### src/logic/lsd_regs.svh
// Register map, field positions and timing figures of the segment display controller.
// Assumes a 125 MHz bus clock and a 32 kHz low-speed oscillator reference.
`ifndef LSD_REGS_SVH
`define LSD_REGS_SVH

`define LSD_ADDR_W 8
`define LSD_OFS_CTRL 8'h00
`define LSD_OFS_PWR 8'h04
`define LSD_OFS_STAT 8'h08
`define LSD_OFS_MEM_LO 8'h40
`define LSD_OFS_MEM_HI 8'hBC

`define LSD_CTRL_RESET 8'h00
`define LSD_PWR_RESET 8'h00
`define LSD_CTRL_MASK 8'h87
`define LSD_PWR_MASK 8'h1B
`define LSD_CTRL_EN 0
`define LSD_CTRL_IS_LO 1
`define LSD_CTRL_IS_HI 2
`define LSD_CTRL_TYPE 7
`define LSD_PWR_CPV_LO 0
`define LSD_PWR_CPV_HI 1
`define LSD_PWR_SRC 3
`define LSD_PWR_DUTY 4

`define LSD_SEGS 32
`define LSD_SEGS_6 30
`define LSD_COMS 6
`define LSD_COMS_4 4
`define LSD_LVL_VSS 2'h0
`define LSD_LVL_VC 2'h1
`define LSD_LVL_VB 2'h2
`define LSD_LVL_VA 2'h3

`define LSD_RESP_OKAY 2'h0
`define LSD_RESP_DECERR 2'h3

`define LSD_CLK_HZ 125000000
`define LSD_LOW_SPEED_RC_OSCILLATOR_HZ 32000
`define LSD_DISP_DIV 8
`define LSD_TRSTD_NS 1000
`define LSD_TSST_NS 2000

`endif

### src/logic/lsd_pkg.sv
// Types shared by the segment display controller modules.
// Assumes lsd_regs.svh supplies the numeric constants.
`default_nettype none
package lsd_pkg;
    typedef enum logic [4:0] {
        LSD_RG_CTRL = 5'h01,
        LSD_RG_PWR = 5'h02,
        LSD_RG_STAT = 5'h04,
        LSD_RG_MEM = 5'h08,
        LSD_RG_NONE = 5'h10
    } lsd_region_t;
    typedef logic [1:0] lsd_level_t;
endpackage
`default_nettype wire

### src/logic/lsd_seq_if.sv
// Carrier between the display controller and its frame sequencer.
// Assumes both ends run on the same bus clock.
`timescale 1ns/1ps
`default_nettype none
interface lsd_seq_if;
    logic run;
    logic type_b;
    logic duty6;
    logic [2:0] slot;
    logic pol;
    modport ctrl (output run, output type_b, output duty6, input slot, input pol);
    modport seq (input run, input type_b, input duty6, output slot, output pol);
endinterface
`default_nettype wire

### src/logic/lsd_frame_seq.sv
// Frame sequencer: display clock divider, common slot counter and drive polarity.
// Assumes run is low whenever the driver is in its internal reset.
`timescale 1ns/1ps
`default_nettype none
`include "lsd_regs.svh"
module lsd_frame_seq
    import lsd_pkg::*;
#(
    parameter int unsigned TICK_CYC = 31250
) (
    input wire logic aclk,
    input wire logic aresetn,
    lsd_seq_if.seq sq
);
    logic [15:0] div_r;
    logic half_r;
    logic frame_pol_r;
    logic [2:0] slot_r;
    logic tick;
    logic slot_last;

    // display clock tick
    assign tick = div_r == 16'(TICK_CYC - 1);
    // slots per frame
    assign slot_last = slot_r == (sq.duty6 ? 3'(`LSD_COMS - 1) : 3'(`LSD_COMS_4 - 1));

    always_ff @(posedge aclk) begin
        if (!aresetn || !sq.run || tick) begin
            div_r <= 16'h0000;
        end else begin
            div_r <= div_r + 16'h0001;
        end
    end

    // polarity scheme per type
    always_ff @(posedge aclk) begin
        if (!aresetn || !sq.run) begin
            half_r <= 1'b0;
            frame_pol_r <= 1'b0;
            slot_r <= 3'h0;
        end else if (tick) begin
            half_r <= sq.type_b ? 1'b0 : !half_r;
            // type B steps a slot per tick
            if (sq.type_b || half_r) begin
                slot_r <= slot_last ? 3'h0 : slot_r + 3'h1;
                if (slot_last && sq.type_b) begin
                    frame_pol_r <= !frame_pol_r;
                end
            end
        end
    end

    assign sq.slot = slot_r;
    assign sq.pol = sq.type_b ? frame_pol_r : half_r;
endmodule
`default_nettype wire

### src/logic/lsd_display_ctrl.sv
// Segment display controller: AXI4-Lite registers, display memory, reset control and drive levels.
// Assumes sleep and reset requests come from logic on aclk; the analog bias network sits outside.
//
// Functional notes
// Enable bit works in FAST, SLOW, IDLE; SLEEP always disables display.
// Bit 7 of display control picks waveform type A or B.
// Bits 2 to 1 pick bias current 25, 50, 100 or 200 uA.
// Bit 4 of power/duty register picks 1/4 or 1/6 duty.
// Quarter duty drives commons 0 to 3 only; sixth duty drives all six.
// Bit 3 picks external supply pin or internal charge pump.
// Bits 1 to 0 pick pump level 3.3, 3.0, 2.7 or 4.5 V.
// Pump runs only when enable and power-source bits are both set.
// Unimplemented register bits read as zero.
// Driver reset is enable clear OR sleep.
// Driver reset without MCU reset forces all outputs low.
// MCU reset floats all common and segment outputs.
// Watchdog time-out in IDLE or SLEEP is not an MCU reset.
// Float extends over reset delay plus start-up time.
// Arrangement is 32x4 or 30x6 with fixed one-third bias.
// Drive uses ground, one third, two thirds and full level.
// Frame has one slot per active common line.
// Waveforms keep net pixel DC at zero.
// Type B runs at lower frequency than type A.
// Bias DC path is off while display is disabled.
// Display clock is low-speed oscillator divided by eight.
// Display memory is read continuously onto the outputs.
// Quarter duty reads unused common memory bits as zero.
// Enable bit is clear after power-on.
// Type A flips polarity inside each slot, type B every frame.
// On pixels see full swing, off pixels one third.
// All implemented control bits reset to zero.
`timescale 1ns/1ps
`default_nettype none
`include "lsd_regs.svh"
module lsd_display_ctrl
    import lsd_pkg::*;
#(
    parameter int unsigned TICK_CYC = `LSD_CLK_HZ / (`LSD_LOW_SPEED_RC_OSCILLATOR_HZ / `LSD_DISP_DIV),
    parameter int unsigned TRSTD_NS = `LSD_TRSTD_NS,
    parameter int unsigned TSST_NS = `LSD_TSST_NS
) (
    input wire logic aclk,
    input wire logic aresetn,
    input wire logic [7:0] s_axi_awaddr,
    input wire logic [2:0] s_axi_awprot,
    input wire logic s_axi_awvalid,
    output logic s_axi_awready,
    input wire logic [31:0] s_axi_wdata,
    input wire logic [3:0] s_axi_wstrb,
    input wire logic s_axi_wvalid,
    output logic s_axi_wready,
    output logic [1:0] s_axi_bresp,
    output logic s_axi_bvalid,
    input wire logic s_axi_bready,
    input wire logic [7:0] s_axi_araddr,
    input wire logic [2:0] s_axi_arprot,
    input wire logic s_axi_arvalid,
    output logic s_axi_arready,
    output logic [31:0] s_axi_rdata,
    output logic [1:0] s_axi_rresp,
    output logic s_axi_rvalid,
    input wire logic s_axi_rready,
    input wire logic sleep_mode,
    input wire logic mcu_reset,
    input wire logic wdt_lowpower_reset,
    output logic [11:0] com_level,
    output logic [5:0] com_oe,
    output logic [63:0] seg_level,
    output logic [31:0] seg_oe,
    output logic [1:0] bias_current_sel,
    output logic bias_path_on,
    output logic supply_from_pump,
    output logic pump_enable,
    output logic [1:0] pump_voltage_sel,
    output logic display_active
);
    localparam int unsigned CLK_MHZ = `LSD_CLK_HZ / 1000000;
    localparam int unsigned HOLD_CYC = ((TRSTD_NS + TSST_NS) * CLK_MHZ + 999) / 1000;
    localparam logic [15:0] HOLD_CYC_W = 16'(HOLD_CYC < 1 ? 1 : HOLD_CYC);

    function automatic lsd_region_t lsd_decode(input logic [7:0] a);
        if (a[1:0] != 2'h0) begin
            return LSD_RG_NONE;
        end else if (a == `LSD_OFS_CTRL) begin
            return LSD_RG_CTRL;
        end else if (a == `LSD_OFS_PWR) begin
            return LSD_RG_PWR;
        end else if (a == `LSD_OFS_STAT) begin
            return LSD_RG_STAT;
        end else if (a >= `LSD_OFS_MEM_LO && a <= `LSD_OFS_MEM_HI) begin
            return LSD_RG_MEM;
        end
        return LSD_RG_NONE;
    endfunction

    function automatic logic [4:0] lsd_mem_idx(input logic [7:0] a);
        logic [7:0] d;
        d = a - `LSD_OFS_MEM_LO;
        return d[6:2];
    endfunction

    // four-level one-third bias drive
    function automatic lsd_level_t lsd_com_lvl(input logic sel, input logic pol);
        if (sel) begin
            return pol ? `LSD_LVL_VSS : `LSD_LVL_VA;
        end
        return pol ? `LSD_LVL_VB : `LSD_LVL_VC;
    endfunction

    // segment level against the selected common
    function automatic lsd_level_t lsd_seg_lvl(input logic on, input logic pol);
        if (on) begin
            return pol ? `LSD_LVL_VA : `LSD_LVL_VSS;
        end
        return pol ? `LSD_LVL_VC : `LSD_LVL_VB;
    endfunction

    logic [7:0] ctrl_r;
    logic [7:0] pwr_r;
    logic [5:0] mem_r [`LSD_SEGS];
    logic aw_held_r;
    logic [7:0] aw_addr_r;
    logic w_held_r;
    logic [31:0] w_data_r;
    logic w_strb_r;
    logic bvalid_r;
    logic [1:0] bresp_r;
    logic rvalid_r;
    logic [31:0] rdata_r;
    logic [1:0] rresp_r;
    logic [15:0] hold_cnt_r;
    logic float_r;
    logic [11:0] com_level_r;
    logic [5:0] com_oe_r;
    logic [63:0] seg_level_r;
    logic [31:0] seg_oe_r;
    logic aw_take;
    logic w_take;
    logic wr_go;
    logic [7:0] wr_addr;
    logic [31:0] wr_data;
    logic wr_lane0;
    lsd_region_t wr_rg;
    lsd_region_t rd_rg;
    logic [31:0] rd_word;
    logic mcu_req;
    logic drv_on;
    logic duty6;
    logic [5:0] mem_rd;

    lsd_seq_if sq_if ();

    lsd_frame_seq #(
        .TICK_CYC(TICK_CYC)
    ) u_seq (
        .aclk(aclk),
        .aresetn(aresetn),
        .sq(sq_if.seq)
    );

    // duty select bit
    assign duty6 = pwr_r[`LSD_PWR_DUTY];
    // sleep overrides the enable bit
    // internal reset is enable clear OR sleep
    assign drv_on = ctrl_r[`LSD_CTRL_EN] && !sleep_mode;
    // watchdog time-out in low power is excluded
    assign mcu_req = mcu_reset && !wdt_lowpower_reset;

    assign sq_if.run = drv_on && !float_r;
    // waveform type select
    assign sq_if.type_b = ctrl_r[`LSD_CTRL_TYPE];
    assign sq_if.duty6 = duty6;

    assign aw_take = s_axi_awvalid && s_axi_awready;
    assign w_take = s_axi_wvalid && s_axi_wready;
    assign s_axi_awready = !aw_held_r && !bvalid_r;
    assign s_axi_wready = !w_held_r && !bvalid_r;
    assign wr_addr = aw_held_r ? aw_addr_r : s_axi_awaddr;
    assign wr_data = w_held_r ? w_data_r : s_axi_wdata;
    assign wr_lane0 = w_held_r ? w_strb_r : s_axi_wstrb[0];
    assign wr_go = (aw_held_r || aw_take) && (w_held_r || w_take);
    assign wr_rg = lsd_decode(wr_addr);
    assign rd_rg = lsd_decode(s_axi_araddr);

    always_ff @(posedge aclk) begin
        if (!aresetn || wr_go) begin
            aw_held_r <= 1'b0;
            w_held_r <= 1'b0;
        end else begin
            aw_held_r <= aw_held_r || aw_take;
            w_held_r <= w_held_r || w_take;
        end
    end

    always_ff @(posedge aclk) begin
        if (!aresetn) begin
            aw_addr_r <= 8'h00;
            w_data_r <= 32'h0000_0000;
            w_strb_r <= 1'b0;
        end else begin
            if (aw_take) begin
                aw_addr_r <= s_axi_awaddr;
            end
            if (w_take) begin
                w_data_r <= s_axi_wdata;
                w_strb_r <= s_axi_wstrb[0];
            end
        end
    end

    always_ff @(posedge aclk) begin
        if (!aresetn) begin
            bvalid_r <= 1'b0;
            bresp_r <= `LSD_RESP_OKAY;
        end else if (wr_go) begin
            bvalid_r <= 1'b1;
            bresp_r <= (wr_rg == LSD_RG_NONE) ? `LSD_RESP_DECERR : `LSD_RESP_OKAY;
        end else if (s_axi_bready) begin
            bvalid_r <= 1'b0;
        end
    end

    // enable bit clear after reset
    // all implemented bits reset to zero
    // unimplemented bits never stored
    always_ff @(posedge aclk) begin
        if (!aresetn) begin
            ctrl_r <= `LSD_CTRL_RESET;
            pwr_r <= `LSD_PWR_RESET;
        end else if (wr_go && wr_lane0) begin
            if (wr_rg == LSD_RG_CTRL) begin
                ctrl_r <= wr_data[7:0] & `LSD_CTRL_MASK;
            end
            if (wr_rg == LSD_RG_PWR) begin
                pwr_r <= wr_data[7:0] & `LSD_PWR_MASK;
            end
        end
    end

    always_ff @(posedge aclk) begin
        if (wr_go && wr_lane0 && wr_rg == LSD_RG_MEM) begin
            mem_r[lsd_mem_idx(wr_addr)] <= wr_data[5:0];
        end
    end

    // unused common bits read as zero
    assign mem_rd = mem_r[lsd_mem_idx(s_axi_araddr)] & (duty6 ? 6'h3F : 6'h0F);

    always_comb begin
        rd_word = 32'h0000_0000;
        unique case (rd_rg)
            LSD_RG_CTRL: rd_word[7:0] = ctrl_r;
            LSD_RG_PWR: rd_word[7:0] = pwr_r;
            LSD_RG_STAT: rd_word = {26'h0, sq_if.slot, float_r, pump_enable, display_active};
            LSD_RG_MEM: rd_word[5:0] = mem_rd;
            LSD_RG_NONE: rd_word = 32'h0000_0000;
        endcase
    end

    assign s_axi_arready = !rvalid_r;

    always_ff @(posedge aclk) begin
        if (!aresetn) begin
            rvalid_r <= 1'b0;
            rdata_r <= 32'h0000_0000;
            rresp_r <= `LSD_RESP_OKAY;
        end else if (s_axi_arvalid && s_axi_arready) begin
            rvalid_r <= 1'b1;
            rdata_r <= rd_word;
            rresp_r <= (rd_rg == LSD_RG_NONE) ? `LSD_RESP_DECERR : `LSD_RESP_OKAY;
        end else if (s_axi_rready) begin
            rvalid_r <= 1'b0;
        end
    end

    // float extends after the reset request ends
    always_ff @(posedge aclk) begin
        if (!aresetn) begin
            hold_cnt_r <= 16'h0000;
        end else if (mcu_req) begin
            hold_cnt_r <= HOLD_CYC_W;
        end else if (hold_cnt_r != 16'h0000) begin
            hold_cnt_r <= hold_cnt_r - 16'h0001;
        end
    end

    // outputs float during an MCU reset
    always_ff @(posedge aclk) begin
        if (!aresetn) begin
            float_r <= 1'b0;
        end else begin
            float_r <= mcu_req || hold_cnt_r > 16'h0001;
        end
    end

    // memory is scanned continuously
    // balanced levels per polarity
    always_ff @(posedge aclk) begin
        if (!aresetn || !drv_on || float_r) begin
            // internal reset drives everything low
            com_level_r <= 12'h000;
            seg_level_r <= 64'h0;
        end else begin
            for (int c = 0; c < `LSD_COMS; c++) begin
                com_level_r[2*c +: 2] <= lsd_com_lvl(sq_if.slot == 3'(c), sq_if.pol);
            end
            for (int s = 0; s < `LSD_SEGS; s++) begin
                seg_level_r[2*s +: 2] <= lsd_seg_lvl(mem_r[s][sq_if.slot], sq_if.pol);
            end
        end
    end

    // quarter duty releases commons 4 and 5
    // 32x4 or 30x6 arrangement
    always_ff @(posedge aclk) begin
        if (!aresetn || float_r) begin
            com_oe_r <= 6'h00;
            seg_oe_r <= 32'h0000_0000;
        end else begin
            com_oe_r <= duty6 ? 6'h3F : 6'h0F;
            seg_oe_r <= duty6 ? 32'h3FFF_FFFF : 32'hFFFF_FFFF;
        end
    end

    assign s_axi_bvalid = bvalid_r;
    assign s_axi_bresp = bresp_r;
    assign s_axi_rvalid = rvalid_r;
    assign s_axi_rdata = rdata_r;
    assign s_axi_rresp = rresp_r;
    assign com_level = com_level_r;
    assign com_oe = com_oe_r;
    assign seg_level = seg_level_r;
    assign seg_oe = seg_oe_r;
    // bias current code
    assign bias_current_sel = {ctrl_r[`LSD_CTRL_IS_HI], ctrl_r[`LSD_CTRL_IS_LO]};
    // DC path off when disabled
    assign bias_path_on = drv_on;
    // supply source select
    assign supply_from_pump = pwr_r[`LSD_PWR_SRC];
    // pump needs enable and source bits
    assign pump_enable = ctrl_r[`LSD_CTRL_EN] && pwr_r[`LSD_PWR_SRC];
    // pump level code
    assign pump_voltage_sel = {pwr_r[`LSD_PWR_CPV_HI], pwr_r[`LSD_PWR_CPV_LO]};
    assign display_active = drv_on && !float_r;

    sleep_blank_a: assert property (@(posedge aclk) disable iff (!aresetn)
        (sleep_mode && !float_r) |=> (com_level == 12'h000 && seg_level == 64'h0))
        else $error("outputs not low during sleep");
    pump_gate_a: assert property (@(posedge aclk) disable iff (!aresetn)
        pump_enable |-> (ctrl_r[`LSD_CTRL_EN] && supply_from_pump))
        else $error("pump on without enable and source");
    mcu_float_a: assert property (@(posedge aclk) disable iff (!aresetn)
        mcu_req |=> ##1 (com_oe == 6'h00 && seg_oe == 32'h0000_0000))
        else $error("outputs driven during reset");
    wdt_exclude_a: assert property (@(posedge aclk) disable iff (!aresetn)
        (wdt_lowpower_reset && !float_r && hold_cnt_r == 16'h0000) |=> ##1 com_oe[0])
        else $error("watchdog reset floated outputs");
    hold_load_a: assert property (@(posedge aclk) disable iff (!aresetn)
        mcu_req |=> (hold_cnt_r == HOLD_CYC_W))
        else $error("hold counter not loaded");
    hold_float_a: assert property (@(posedge aclk) disable iff (!aresetn)
        (hold_cnt_r > 16'h0001) |=> (float_r && com_oe == 6'h00))
        else $error("float ended before hold time");
    quarter_com_a: assert property (@(posedge aclk) disable iff (!aresetn)
        (aresetn && !duty6 && !float_r) ##1 !duty6 |-> (com_oe == 6'h0F))
        else $error("unused commons driven");
    mem_mask_a: assert property (@(posedge aclk) disable iff (!aresetn)
        (s_axi_arvalid && s_axi_arready && rd_rg == LSD_RG_MEM && !duty6) |=> (s_axi_rdata[5:4] == 2'h0))
        else $error("unused memory bits read nonzero");
    reserved_zero_a: assert property (@(posedge aclk) disable iff (!aresetn)
        s_axi_rvalid |-> (s_axi_rdata[31:8] == 24'h0 && (ctrl_r & ~`LSD_CTRL_MASK) == 8'h00))
        else $error("reserved bits nonzero");
    bias_off_a: assert property (@(posedge aclk) disable iff (!aresetn)
        (!ctrl_r[`LSD_CTRL_EN] || sleep_mode) |-> !bias_path_on)
        else $error("bias path on while disabled");
endmodule
`default_nettype wire

### config.mk
export PLATFORM = sky130hd
export DESIGN_NAME = lsd_display_ctrl
export DESIGN_NICKNAME = d
export VERILOG_FILES = /design/src/logic/lsd_pkg.sv /design/src/logic/lsd_seq_if.sv /design/src/logic/lsd_frame_seq.sv /design/src/logic/lsd_display_ctrl.sv
export VERILOG_INCLUDE_DIRS = /design/src /design/src/logic
export SDC_FILE = /design/constraint.sdc
export NUM_CORES = 1
export LEC_CHECK = 0
export BUFFER_PORTS_ARGS = -buffer_cell sky130_fd_sc_hd__buf_2
export CAP_MARGIN = 0
export CORE_ASPECT_RATIO = 1.25
export CORE_MARGIN = 2
export CORE_UTILIZATION = 55
export DETAILED_ROUTE_END_ITERATION = 8
export GPL_ROUTABILITY_DRIVEN = 0
export MAX_ROUTING_LAYER = met4
export PLACE_DENSITY = 0.9
export SLEW_MARGIN = 20
export SYNTH_ARGS = -nofsm -noshare
export SYNTH_HDL_FRONTEND = slang
export SYNTH_SLANG_ARGS = --single-unit
### constraint.sdc
create_clock -name aclk -period 4.3 [get_ports aclk]
set_input_delay 0.645 -clock aclk [delete_from_list [all_inputs] [get_ports aclk]]
set_output_delay 0.645 -clock aclk [all_outputs]
set_load 0.1 [all_outputs]
==> run metrics <==
run status completed; first-pass GRT wire length 56.87 mm; wire length per cell after detailed routing 23.37 um; area of the core 0.02666 sq mm; count of flip-flops with a built-in enable after synthesis 192; Site Rows 67; depth of the CTS H-tree 1; vias in the first global route 9959; mean area per synthesized cell 12.77 sq um; flip-flop and latch count after synthesis 310; Gate power share 15.5%; All-Layer GR Usage 27.01%; Synth-to-Final Area Change 10.18%; total gr overflow 0; Clk Tree Root Cell sky130_fd_sc_hd__clkbuf_16; ratio of cells with drive above 1 in the final layout 26.73%; startpoint-to-endpoint class of the critical path flip-flop to flip-flop; TritonCTS clock tree built; FF-to-FF path depth 4; top flip-flop cell by instance count after synthesis sky130_fd_sc_hd__edfxtp_1; final hold violation count 0; share of the clock period used by the worst path after layout 82.69%; # port buffers 171; delay of the slowest cell on the worst path 0.85 ns; detailed placement HPWL 24.57 mm; startpoint types flip-flop; cell leakage power 0.005833 uW; largest fanout on the critical path 26; area of the die 0.02828 sq mm; number of buffers inserted by hold repair at cts 0; required time of the critical path 4.47 ns; post-CTS setup repair buffer count 0; via count 10064; I/O Pins 231; source of the critical timing path aw_held_r$_SDFF_PP0_; Buffers & Inverters on Critical Path 0; count of clock tree sinks 310; Post-Layout Cell Count 1603; Synthesis Warnings 0; async set-reset flop share out of synthesis 0%; die height 187.5 um; Finish-stage setup viols 0; cell area power density 437.8 mW/mm^2; R2R setup slack 0.74 ns; clock slew seen by the registers of the worst setup and hold paths 0.07 ns; largest net degree at the start of global routing 46; Final Skew 0.03407 ns; drt drc 0; Critical Path End Type flip-flop; delay-heaviest family, CP simple AND/OR/NAND/NOR gates; number of cells on the critical path 4; Max clock buf depth 3; headroom to the max-slew limit 31.62%; reg2reg start aw_held_r$_SDFF_PP0_; maximum capacitance violations 0; gate count after technology mapping 1161; number of clock buffers inserted by TritonCTS 29; IR drop worst, VDD 0.0002363 V; number of gates given a new drive strength after cts 0; Fmax achieved 0.2812 GHz; via density per instance 6.278; post-detailed-route count of antenna-violating nets 0; classification of the worst-slack hold path input port to flip-flop; Unique masters post-synth 57; minimum clock period after layout 3.556 ns; crit path DAT 3.72 ns; TNS Setup 0 ns; Cell Chain, Critical Path a21boi_0 -> a2111oi_1 -> nand2_1 -> nor2_1; final standard cell utilization of the core 61.26%; total design power 7149 uW; setup repair after global routing missed its margin no; Net Sw Frac 28.50%; number of antenna violations at the first check in global routing 2; R2R Path End mem_r[5][4]$_DFFE_PP_; share of total power in the clock network 38.3%; DRT Pass-1 Iters 6; starting utilization of the core area 55.59%; Internal Power 5111 uW; slowest cell on the critical path sky130_fd_sc_hd__dfxtp_1; Max Slew Vio Count 0; Post-Route WL 37.46 mm; sequential fraction of design power 46.3%; iteration-0 DRC count of the detailed router 1041; power dissipated by switching net loads 2038 uW; # nets final 1312; Seq/Total Area, Yosys 54.84%; end point of the critical path mem_r[5][4]$_DFFE_PP_; later-pin clock latency in the skew report 0.56 ns; number of placed instances with taps included 1549; netlist area before placement 0.01482 sq mm; horizontal extent of the die 150.8 um; Worst Tran Pin Value 1.022 ns
through the flow:
stage	hold WS, ns	setup WS, ns	instance area, sq um
4_1_cts	0.3265	0.8631	16320
5_1_grt	0.3393	0.5475	16330
3_3_place_gp	0.4388	1.105	15290
6_report	0.3291	0.7442	16330
2_1_floorplan	0.4329	0.09113	14910
3_5_place_dp	0.4491	0.9935	15290
power groups by stage:
stage          clock network [uW]  registers, uW  logic, uW
3_5_place_dp                    0           3370       1080
2_1_floorplan                   0           3400        926
4_1_cts                      2740           3310       1100
6_report                     2740           3310       1110
5_1_grt                      2860           3320       1160
3_3_place_gp                    0           3360       1060
final cells by class:
cell class | instances | area (sq um)
diodes | 1 | 2.502
well taps | 345 | 431.7
inverters | 12 | 45.04
flip-flops and latches | 310 | 8132
clock inverters | 11 | 142.6
repair buffers | 181 | 943.4
multi-input cells | 701 | 5743
fillers | 1881 | 10330
clock buffers | 42 | 889.6
cell usage in the layout, fill, tap and decap left out, types with 9 or more instances in the layout:
master	netlist	final
sky130_fd_sc_hd__edfxtp_1	192	192
sky130_fd_sc_hd__buf_2	21	171
sky130_fd_sc_hd__nor2_1	140	140
sky130_fd_sc_hd__dfxtp_1	118	117
sky130_fd_sc_hd__mux4_2	88	88
sky130_fd_sc_hd__nand2_1	82	80
sky130_fd_sc_hd__mux2i_1	63	62
sky130_fd_sc_hd__xnor2_1	54	54
sky130_fd_sc_hd__o21ai_0	47	47
sky130_fd_sc_hd__clkbuf_16	0	33
sky130_fd_sc_hd__a21oi_1	27	27
sky130_fd_sc_hd__conb_1	1	25
sky130_fd_sc_hd__nand3_1	16	16
sky130_fd_sc_hd__nor3_1	16	15
sky130_fd_sc_hd__xor2_1	12	12
sky130_fd_sc_hd__inv_1	11	11
sky130_fd_sc_hd__nand2b_1	9	9
sky130_fd_sc_hd__ha_1	9	9
sky130_fd_sc_hd__buf_4	102	9
worst min path at each step:
| stage | from | cells past startpoint | endpoint | slack, ns |
|---|---|---|---|---|
| detailed placement | w_data_r[7]$_SDFFE_PN0P_ | 2 | w_data_r[7]$_SDFFE_PN0P_ | 0.45 |
| CTS | s_axi_wdata[2] | 3 | w_data_r[2]$_SDFFE_PN0P_ | 0.33 |
| finish | s_axi_wdata[2] | 3 | w_data_r[2]$_SDFFE_PN0P_ | 0.33 |
| global route | s_axi_wdata[2] | 3 | w_data_r[2]$_SDFFE_PN0P_ | 0.34 |
| global placement | w_data_r[2]$_SDFFE_PN0P_ | 2 | w_data_r[2]$_SDFFE_PN0P_ | 0.44 |
| floorplan | w_data_r[0]$_SDFFE_PN0P_ | 2 | w_data_r[0]$_SDFFE_PN0P_ | 0.43 |
logic make-up (layout without fill, tap and decap cells):
kind of cell	Yosys count	count (layout)	share of synthesized area, %
compound gates	117	117	4.736
xor+xnor	66	66	3.900
fa+ha+maj	9	9	0.7598
buf+inv	174	246	7.168
flops	310	310	54.84
mux	159	159	18.24
other cells	1	26	0.02530
simple gates	325	325	10.33
synthesized netlist by cell type, drive strengths merged (11+ instances only):
cell	n	area (sq um)
a21oi	27	135.1
buf	131	900.9
clkbuf	31	116.4
dfxtp	118	2362
edfxtp	192	5766
inv	11	41.29
mux2i	63	630.6
mux4	88	1982
nand2	82	307.8
nand3	16	80.08
nor2	140	525.5
nor3	16	80.08
o21ai	52	260.3
xnor2	54	473.0
xor2	12	105.1
per-layer routing:
layer  part of all wire, %  routed length (um)  GRT usage, %
met5                     0                   0             -
met4                   5.8                2174         13.34
met3                   9.6                3590         3.820
met2                    51               19250         46.26
met1                    33               12450         30.89
worst register-to-register path: stages (launching register included):
cell and delay, ns:
sky130_fd_sc_hd__dfxtp_1 0.85, sky130_fd_sc_hd__a21boi_0 0.39, sky130_fd_sc_hd__a2111oi_1 0.65, sky130_fd_sc_hd__nand2_1 0.55
sky130_fd_sc_hd__nor2_1 0.72
state kept, by name, summed over array words and instances, names as in the netlist, 2 cells and up:
| register | cells |
|---|---|
| mem_r | 192 |
| seg_level | 33 |
| hold_cnt_r | 16 |
| u_seq.div_r | 16 |
| aw_addr_r | 8 |
| com_level | 7 |
| s_axi_rdata | 7 |
| w_data_r | 7 |
| ctrl_r | 4 |
| pwr_r | 4 |
| u_seq.sq.slot | 3 |
| com_oe | 2 |
Note: power is estimated with default switching activity, not from simulation.
